File: src/verilog/rtc_cal_pkg.sv
// Constants for the calendar and alarm core of the real-time clock
package rtc_cal_pkg;
  localparam int unsigned AUX_HZ = 32768;
  localparam int unsigned PS0_DIV = 256;
  localparam int unsigned PS1_DIV = 128;
  localparam logic [7:0] PS_ZERO = 8'h00;
  localparam logic [7:0] PS0_LAST = 8'(PS0_DIV - 1);
  localparam logic [6:0] PS1_LAST = 7'(PS1_DIV - 1);
  // Keepout: 192 aux ticks before the update and 64 after it
  localparam logic [6:0] KEEP_LO = 7'h7f;
  localparam logic [6:0] KEEP_HI = 7'h00;
  localparam logic [7:0] KEEP_PS0 = 8'h40;
  localparam logic [7:0] SEC_MAX = 8'd59;
  localparam logic [7:0] HOUR_MAX = 8'd23;
  localparam logic [2:0] DOW_MAX = 3'd6;
  localparam logic [7:0] MON_MAX = 8'd12;
  localparam logic [7:0] ONE = 8'd1;
  localparam logic [11:0] YEAR_MAX = 12'd4095;
  localparam logic [3:0] FEB = 4'd2;
  localparam logic [3:0] APR = 4'd4;
  localparam logic [3:0] JUN = 4'd6;
  localparam logic [3:0] SEP = 4'd9;
  localparam logic [3:0] NOV = 4'd11;
  localparam logic [7:0] DAYS_31 = 8'd31;
  localparam logic [7:0] DAYS_30 = 8'd30;
  localparam logic [7:0] DAYS_29 = 8'd29;
  localparam logic [7:0] DAYS_28 = 8'd28;
endpackage : rtc_cal_pkg

File: src/verilog/rtc_calendar_alarm_core.sv
// Calendar counters, one-second prescalers, alarm and ready logic
`timescale 1ns/1ps
`default_nettype none
module rtc_calendar_alarm_core (
  input wire logic core_clk_i,
  input wire logic rst_i,
  input wire logic aux_clk_i,
  input wire logic calendar_select_i,
  input wire logic bcd_format_select_i,
  input wire logic main_count_hold_i,
  input wire logic first_prescaler_hold_i,
  input wire logic second_prescaler_hold_i,
  input wire logic wr_en_i,
  input wire logic [2:0] wr_sel_i,
  input wire logic [11:0] wr_data_i,
  input wire logic [7:0] alarm_minute_i,
  input wire logic [7:0] alarm_hour_i,
  input wire logic [2:0] alarm_weekday_i,
  input wire logic [7:0] alarm_month_day_i,
  input wire logic [3:0] alarm_field_enable_i,
  input wire logic alarm_flag_clear_i,
  input wire logic time_ready_irq_enable_i,
  input wire logic time_ready_flag_clear_i,
  input wire logic time_ready_serviced_i,
  output logic [7:0] seconds_count_o,
  output logic [7:0] minutes_count_o,
  output logic [7:0] hours_count_o,
  output logic [2:0] weekday_count_o,
  output logic [7:0] month_day_count_o,
  output logic [7:0] month_count_o,
  output logic [7:0] year_low_count_o,
  output logic [7:0] year_high_count_o,
  output logic [7:0] first_prescaler_o,
  output logic [6:0] second_prescaler_o,
  output logic alarm_flag_o,
  output logic time_ready_o,
  output logic time_ready_irq_flag_o,
  output logic time_ready_irq_o
);
  // ************************************************
  // Aux clock synchroniser and edge detect
  // ************************************************
  logic aux_s1_reg, aux_s2_reg, aux_s3_reg, aux_lvl_reg;
  always_ff @(posedge core_clk_i or posedge rst_i)
  begin
    if (rst_i)
    begin
      aux_s1_reg <= 1'b0;
      aux_s2_reg <= 1'b0;
      aux_s3_reg <= 1'b0;
      aux_lvl_reg <= 1'b0;
    end
    else
    begin
      aux_s1_reg <= aux_clk_i;
      aux_s2_reg <= aux_s1_reg;
      aux_s3_reg <= aux_s2_reg;
      if (aux_s2_reg == aux_s3_reg)
        aux_lvl_reg <= aux_s3_reg;
    end
  end
  wire logic aux_rise = (aux_s2_reg == aux_s3_reg) && aux_s3_reg && !aux_lvl_reg;

  // ************************************************
  // Mode and format change detection
  // ************************************************
  logic cal_q_reg, bcd_q_reg;
  always_ff @(posedge core_clk_i or posedge rst_i)
  begin
    if (rst_i)
    begin
      cal_q_reg <= 1'b0;
      bcd_q_reg <= 1'b0;
    end
    else
    begin
      cal_q_reg <= calendar_select_i;
      bcd_q_reg <= bcd_format_select_i;
    end
  end
  wire logic enter_cal = calendar_select_i && !cal_q_reg;
  wire logic fmt_chg = bcd_format_select_i != bcd_q_reg;
  wire logic clear_all = enter_cal || fmt_chg;
  // Write stops the count and resets prescalers
  wire logic cal_write = calendar_select_i && wr_en_i;

  // ************************************************
  // Prescalers: divide 256 then 128
  // ************************************************
  // Individual prescaler holds are ignored in calendar mode
  wire logic run = calendar_select_i && !main_count_hold_i && aux_rise;
  logic [7:0] ps0_reg;
  logic [6:0] ps1_reg;
  // First stage wraps on its last count while running
  wire logic ps0_wrap = run && (ps0_reg == rtc_cal_pkg::PS0_LAST);
  wire logic tick = ps0_wrap && (ps1_reg == rtc_cal_pkg::PS1_LAST);
  always_ff @(posedge core_clk_i or posedge rst_i)
  begin
    if (rst_i)
    begin
      ps0_reg <= rtc_cal_pkg::PS_ZERO;
      ps1_reg <= 7'h00;
    end
    else if (clear_all || cal_write)
    begin
      ps0_reg <= rtc_cal_pkg::PS_ZERO;
      ps1_reg <= 7'h00;
    end
    else if (run)
    begin
      ps0_reg <= ps0_reg + 8'h01;
      if (ps0_wrap)
        ps1_reg <= ps1_reg + 7'h01;
    end
  end

  // ************************************************
  // Counting helpers for BCD and binary
  // ************************************************
  function automatic logic [7:0] inc(input logic [7:0] v, input logic bcd);
    if (bcd && v[3:0] == 4'h9)
      inc = {v[7:4] + 4'h1, 4'h0};
    else
      inc = v + 8'h01;
  endfunction : inc
  function automatic logic [7:0] bin(input logic [7:0] v, input logic bcd);
    // Widen the tens digit first so the product cannot overflow four bits
    bin = bcd ? ((8'(v[7:4]) * 8'h0a) + 8'(v[3:0])) : v;
  endfunction : bin

  // ************************************************
  // Calendar counters
  // ************************************************
  logic [7:0] sec_reg, min_reg, hour_reg, mday_reg, mon_reg;
  logic [2:0] dow_reg;
  logic [15:0] year_reg;
  wire logic bcd = bcd_format_select_i;
  wire logic [7:0] sec_b = bin(sec_reg, bcd);
  wire logic [7:0] min_b = bin(min_reg, bcd);
  wire logic [7:0] hour_b = bin(hour_reg, bcd);
  wire logic [7:0] mday_b = bin(mday_reg, bcd);
  wire logic [3:0] mon_b = 4'(bin(mon_reg, bcd));
  wire logic [1:0] year_lo2 = bcd ? 2'(year_reg[3:0] + {year_reg[4], 1'b0}) : year_reg[1:0];
  wire logic leap = (year_lo2 == 2'b00);
  wire logic [7:0] mlen = (mon_b == rtc_cal_pkg::FEB) ?
    (leap ? rtc_cal_pkg::DAYS_29 : rtc_cal_pkg::DAYS_28) :
    ((mon_b == rtc_cal_pkg::APR) || (mon_b == rtc_cal_pkg::JUN) ||
     (mon_b == rtc_cal_pkg::SEP) || (mon_b == rtc_cal_pkg::NOV)) ?
    rtc_cal_pkg::DAYS_30 : rtc_cal_pkg::DAYS_31;
  wire logic c_sec = sec_b == rtc_cal_pkg::SEC_MAX;
  wire logic c_min = c_sec && (min_b == rtc_cal_pkg::SEC_MAX);
  wire logic c_hour = c_min && (hour_b == rtc_cal_pkg::HOUR_MAX);
  wire logic c_day = c_hour && (mday_b == mlen);
  wire logic c_mon = c_day && ({4'h0, mon_b} == rtc_cal_pkg::MON_MAX);
  // Binary year counts straight through all 16 bits
  wire logic [15:0] year_inc = year_reg + 16'h0001;
  wire logic [15:0] year_bcd_next = (year_reg[7:0] == 8'h99) ?
    {inc(year_reg[15:8], 1'b1), 8'h00} : {year_reg[15:8], inc(year_reg[7:0], 1'b1)};
  always_ff @(posedge core_clk_i or posedge rst_i)
  begin
    if (rst_i)
    begin
      sec_reg <= 8'h00;
      min_reg <= 8'h00;
      hour_reg <= 8'h00;
      dow_reg <= 3'h0;
      mday_reg <= rtc_cal_pkg::ONE;
      mon_reg <= rtc_cal_pkg::ONE;
      year_reg <= 16'h0000;
    end
    else if (clear_all)
    begin
      sec_reg <= 8'h00;
      min_reg <= 8'h00;
      hour_reg <= 8'h00;
      dow_reg <= 3'h0;
      mday_reg <= rtc_cal_pkg::ONE;
      mon_reg <= rtc_cal_pkg::ONE;
      year_reg <= 16'h0000;
    end
    else if (cal_write)
    begin
      unique case (wr_sel_i)
        3'h0: sec_reg <= wr_data_i[7:0];
        3'h1: min_reg <= wr_data_i[7:0];
        3'h2: hour_reg <= wr_data_i[7:0];
        3'h3: dow_reg <= wr_data_i[2:0];
        3'h4: mday_reg <= wr_data_i[7:0];
        3'h5: mon_reg <= wr_data_i[7:0];
        3'h6: year_reg[7:0] <= wr_data_i[7:0];
        3'h7: year_reg[15:8] <= wr_data_i[11:4];
      endcase
    end
    else if (tick)
    begin
      sec_reg <= c_sec ? 8'h00 : inc(sec_reg, bcd);
      if (c_sec)
        min_reg <= c_min ? 8'h00 : inc(min_reg, bcd);
      if (c_min)
      begin
        hour_reg <= c_hour ? 8'h00 : inc(hour_reg, bcd);
      end
      if (c_hour)
      begin
        dow_reg <= (dow_reg == rtc_cal_pkg::DOW_MAX) ? 3'h0 : dow_reg + 3'h1;
        mday_reg <= c_day ? rtc_cal_pkg::ONE : inc(mday_reg, bcd);
      end
      if (c_day)
        mon_reg <= c_mon ? rtc_cal_pkg::ONE : inc(mon_reg, bcd);
      if (c_mon)
        year_reg <= bcd ? year_bcd_next : year_inc;
    end
  end

  // ************************************************
  // Alarm compare
  // ************************************************
  // Next time values at the tick decide a fresh match
  wire logic [7:0] min_next = c_min ? 8'h00 : (c_sec ? inc(min_reg, bcd) : min_reg);
  wire logic [7:0] hour_next = c_hour ? 8'h00 : (c_min ? inc(hour_reg, bcd) : hour_reg);
  wire logic [2:0] dow_next = c_hour ?
    ((dow_reg == rtc_cal_pkg::DOW_MAX) ? 3'h0 : dow_reg + 3'h1) : dow_reg;
  wire logic [7:0] mday_next = c_day ? rtc_cal_pkg::ONE :
    (c_hour ? inc(mday_reg, bcd) : mday_reg);
  wire logic m_min = !alarm_field_enable_i[0] || (min_next == alarm_minute_i);
  wire logic m_hour = !alarm_field_enable_i[1] || (hour_next == alarm_hour_i);
  wire logic m_dow = !alarm_field_enable_i[2] || (dow_next == alarm_weekday_i);
  wire logic m_day = !alarm_field_enable_i[3] || (mday_next == alarm_month_day_i);
  wire logic any_en = |alarm_field_enable_i;
  // Only at the minute rollover, so seconds are zero and it fires once
  wire logic alarm_hit = tick && c_sec && any_en && m_min && m_hour && m_dow && m_day;
  logic alarm_flag_reg;
  always_ff @(posedge core_clk_i or posedge rst_i)
  begin
    if (rst_i)
      alarm_flag_reg <= 1'b0;
    else if (!calendar_select_i)
      alarm_flag_reg <= 1'b0;
    else if (alarm_hit)
      alarm_flag_reg <= 1'b1;
    else if (alarm_flag_clear_i)
      alarm_flag_reg <= 1'b0;
  end

  // ************************************************
  // Ready bit and ready flag
  // ************************************************
  wire logic keepout = ((ps1_reg == rtc_cal_pkg::KEEP_LO) && (ps0_reg >= rtc_cal_pkg::KEEP_PS0)) ||
    ((ps1_reg == rtc_cal_pkg::KEEP_HI) && (ps0_reg < rtc_cal_pkg::KEEP_PS0));
  wire logic ready_next = calendar_select_i && !keepout;
  logic ready_reg, rflag_reg, rirq_reg;
  wire logic rflag_next = !calendar_select_i ? 1'b0 :
    (ready_next && !ready_reg) ? 1'b1 :
    (time_ready_flag_clear_i || time_ready_serviced_i) ? 1'b0 : rflag_reg;
  always_ff @(posedge core_clk_i or posedge rst_i)
  begin
    if (rst_i)
    begin
      ready_reg <= 1'b0;
      rflag_reg <= 1'b0;
      rirq_reg <= 1'b0;
    end
    else
    begin
      ready_reg <= ready_next;
      rflag_reg <= rflag_next;
      rirq_reg <= rflag_next && time_ready_irq_enable_i && calendar_select_i;
    end
  end

  // ************************************************
  // Outputs
  // ************************************************
  always_ff @(posedge core_clk_i or posedge rst_i)
  begin
    if (rst_i)
    begin
      seconds_count_o <= 8'h00;
      minutes_count_o <= 8'h00;
      hours_count_o <= 8'h00;
      weekday_count_o <= 3'h0;
      month_day_count_o <= 8'h00;
      month_count_o <= 8'h00;
      year_low_count_o <= 8'h00;
      year_high_count_o <= 8'h00;
      first_prescaler_o <= 8'h00;
      second_prescaler_o <= 7'h00;
    end
    else
    begin
      seconds_count_o <= sec_reg;
      minutes_count_o <= min_reg;
      hours_count_o <= hour_reg;
      weekday_count_o <= dow_reg;
      month_day_count_o <= mday_reg;
      month_count_o <= mon_reg;
      year_low_count_o <= year_reg[7:0];
      year_high_count_o <= year_reg[15:8];
      first_prescaler_o <= ps0_reg;
      second_prescaler_o <= ps1_reg;
    end
  end
  assign alarm_flag_o = alarm_flag_reg;
  assign time_ready_o = ready_reg;
  assign time_ready_irq_flag_o = rflag_reg;
  assign time_ready_irq_o = rirq_reg;
endmodule : rtc_calendar_alarm_core
`default_nettype wire

File: config.mk
export PLATFORM = sky130hd
export DESIGN_NAME = rtc_calendar_alarm_core
export DESIGN_NICKNAME = d
export VERILOG_FILES = /design/src/verilog/rtc_cal_pkg.sv /design/src/verilog/rtc_calendar_alarm_core.sv
export SDC_FILE = /design/constraint.sdc
export NUM_CORES = 1
export LEC_CHECK = 0
export BUFFER_PORTS_ARGS = -buffer_cell sky130_fd_sc_hd__buf_2
export CAP_MARGIN = 25
export CELL_PAD_IN_SITES_DETAIL_PLACEMENT = 1
export CELL_PAD_IN_SITES_GLOBAL_PLACEMENT = 1
export CORE_AREA = 3 3 152 154
export CTS_CLUSTER_SIZE = 16
export DETAILED_ROUTE_END_ITERATION = 10
export DIE_AREA = 0 0 155 157
export GPL_TIMING_DRIVEN = 0
export PLACE_DENSITY = 0.83
export SKIP_LAST_GASP = 1
export SYNTH_ARGS = -nofsm -noshare
export SYNTH_HDL_FRONTEND = slang
export SYNTH_SLANG_ARGS = --single-unit
File: constraint.sdc
create_clock -name core_clk_i -period 5.5 [get_ports core_clk_i]
set_input_delay 0.825 -clock core_clk_i [delete_from_list [all_inputs] [get_ports core_clk_i]]
set_output_delay 0.825 -clock core_clk_i [all_outputs]
set_load 0.01 [all_outputs]
==> impl_metrics.toml <==
[job]
maxCapViolations = 0

[pwr]
p_leak_nw = 5.252
irDropWorstVdd_uv = 230.2
fin_total_pwr_w = 0.003440
power_density_nw_per_um2 = 304.6

[synthesis]
synth_edf_count = 0
yosysTopAreaCell = "dfrtp_1"
yosysSeqAreaShare_pct = 41.23
synthCells = 1054
synth-main-ff-cell = "dfrtp_1"
synthesis.nets = 1175
synth_area_sq_um = 9597
syn_avg_cell_area_sq_um = 9.105
yosys.area.top_type_share_pct = 40.68
synth.area.top_cells = "dfrtp_1, ha_1, o21ai_0"
ys_ff_latch = 158
yosysWarnings = 0
synthArstFlopShare_pct = 100.0
ys_types = 76

[finish]
final_cell_mix = "dfrtp_1, buf_2, nand2_1"
final_common_cell = "dfrtp_1"
largest_reg_flops = 16
drive_above_1_share_pct = 16.27
area_growth_pct = 17.67
final_nets = 1332
nFillCells = 2613

[global_routing]
antenna_found_initial = 4
grt_max_degree = 122
grt_pass1_vias = 9822
grt_pass1_wl_mm = 52.59
grt_usage_pct = 27.27
grt_overflow = 0

[floorplan]
num_io_pins = 137
num_rows = 54
die-area_sq_um = 24340
core_area_sq_um = 21820
fp.dieH_um = 157
die_w_um = 155
start_util_pct = 43.97

[outcome]
status = "complete, no violations"

[worst_setup_path]
worstPathMaxFanout = 10
reg2reg_setup_slack_ns = 0.57
worstPathRequired_ns = 5.79
reg2reg_to = "year_reg[2]"
startpoint = "sec_reg[5]"
crit_path_end_kind = "register"
cp-endpoint = "year_reg[2]"
crit_type = "register to register"
reg2reg_depth = 15
cp-start-kind = "register"
crit_arrival_ns = 5.22
reg2reg_from = "sec_reg[5]"

[timing]
post-route-period-util_pct = 89.59
tightest_slew_ns = 1.067
finalHoldViolations = 0
worst_clock_skew_ns = 0.009110
rsz0062_at_grt = "no"
fin_crit_ns = 4.927
slew_headroom_pct = 28.41
hold_slack_ns = 0.3402
maxSlewViolCount = 0
finalSetupTns_ns = 0
setup_viol = 0
fmax_mhz = 203.0

[detailed_routing]
first_pass_iters = 5
drt-initial-drc-count = 739
final_antenna_net_count = 0
vias = 9322
drc = 0
totalWireLength_mm = 33.39
wl_per_cell_um = 22.16
post_drt_via_cell_ratio = 6.186

[min_path]
hold_path.class = "input port to asynchronous set/reset pin"

[clock_tree]
hold_buffers = 0
numCtsBuffers = 17
cts_resized = 0
cts_buffer_depth = 2
cts_max_level = 4
cts_root_buf = "clkbuf_16"
clkSlewWorstSetupHoldPaths_ns = 0.07
clock-sinks = 158
cts_setup_buffers = 0
cts_tree = "built"
clock_latency_ns = 0.45

[place]
dp_hpwl_mm = 23.75
numPortBuffers = 133
gp_congestion = 0.9134
-- cells in the mapped netlist, types with 5 or more instances --
master	n
inv_1	43
and3_1	19
nand4b_1	5
and2_1	9
a41oi_1	6
nor3b_1	6
dfrtp_1	156
a31oi_1	11
o32ai_1	7
o21ai_0	93
nand4_1	17
nor2_1	87
o21ai_1	9
buf_2	9
a32o_1	6
clkbuf_1	33
o31ai_1	27
a21o_1	12
a211oi_1	12
nor3_1	33
o41ai_1	5
nand2_1	111
mux2i_1	9
nand3_1	37
a21oi_1	49
xnor2_1	30
nor2b_1	9
ha_1	53
nand2b_1	7
or2_2	5
or3_1	9
xor2_1	25
nor4_1	10
o211ai_1	6
fa_1	9
-- worst min-delay path by stage --
| stage | to | slack [ns] | start |
|---|---|---|---|
| final | seconds_count_o[6] | 0.34 | rst_i |
| after global routing | seconds_count_o[6] | 0.36 | rst_i |
| after CTS | seconds_count_o[6] | 0.35 | rst_i |
| after detailed placement | aux_s2_reg | 0.34 | aux_s1_reg |
| after global placement | aux_s2_reg | 0.34 | aux_s1_reg |
| after floorplan | aux_s2_reg | 0.33 | aux_s1_reg |
-- routing by layer --
metal  wire length [um]  track usage (%)
met1              13950            34.46
met3               1884            4.537
met2              16130            45.83
met5                  0                0
met4               1424            12.91
-- stage by stage --
step	area [sq um]	cells	setup slack, ns	utilization (%)
6_report	11290	1507	0.5727	51.74
5_1_grt	11290	1507	0.3930	51.74
4_1_cts	11280	1503	0.6648	51.70
3_5_place_dp	10670	1472	0.7079	48.90
3_3_place_gp	10610	1467	-1.444	48.63
2_1_floorplan	9597	1054	0.4151	-
-- worst max-delay path: stages, from the launching register on --
cell	delay (ns)
dfrtp_1	0.48
ha_1	0.34
ha_1	0.23
fa_1	0.49
nand4_1	0.12
a211oi_1	0.23
a31oi_1	0.10
nor3_1	0.56
nand2_2	0.34
nor4b_2	0.46
and4bb_1	0.27
buf_2	0.22
a21oi_1	0.21
clkbuf_1	0.32
o21ai_0	0.28
o31ai_1	0.11
-- power breakdown --
part,internal [W],switching [W]
sequential,0.00127,0.000141
clock,0.000724,0.000542
combinational,0.000290,0.000472
-- cells by family (layout without fill, tap and decap cells) --
| family | after synthesis | in the layout | synth area share [%] |
|---|---|---|---|
| AOI/OAI and AO/OA | 291 | 291 | 19.64 |
| xor gates and xnor gates | 56 | 56 | 5.254 |
| DFF | 158 | 158 | 41.23 |
| muxes | 11 | 11 | 1.173 |
| other | 0 | 4 | 0 |
| adders and majority gates | 62 | 62 | 8.787 |
| buffers and inverters | 91 | 260 | 3.846 |
| and+or+nand+nor | 385 | 385 | 20.08 |
-- area by class of cell --
class / count / area, sq um / area share [%]
Multi-Input combinational cell: 805 / 5271 / 46.68
Sequential cell: 158 / 3956 / 35.04
Timing Repair Buffer: 138 / 718.2 / 6.360
Clock buffer: 18 / 429.2 / 3.801
Tap cell: 280 / 350.3 / 3.102
Buffer: 48 / 207.7 / 1.839
Clock inverter: 13 / 180.2 / 1.596
Inverter: 43 / 168.9 / 1.496
Antenna cell: 4 / 10.01 / 0.08864
(Power assumes the default switching activity.)
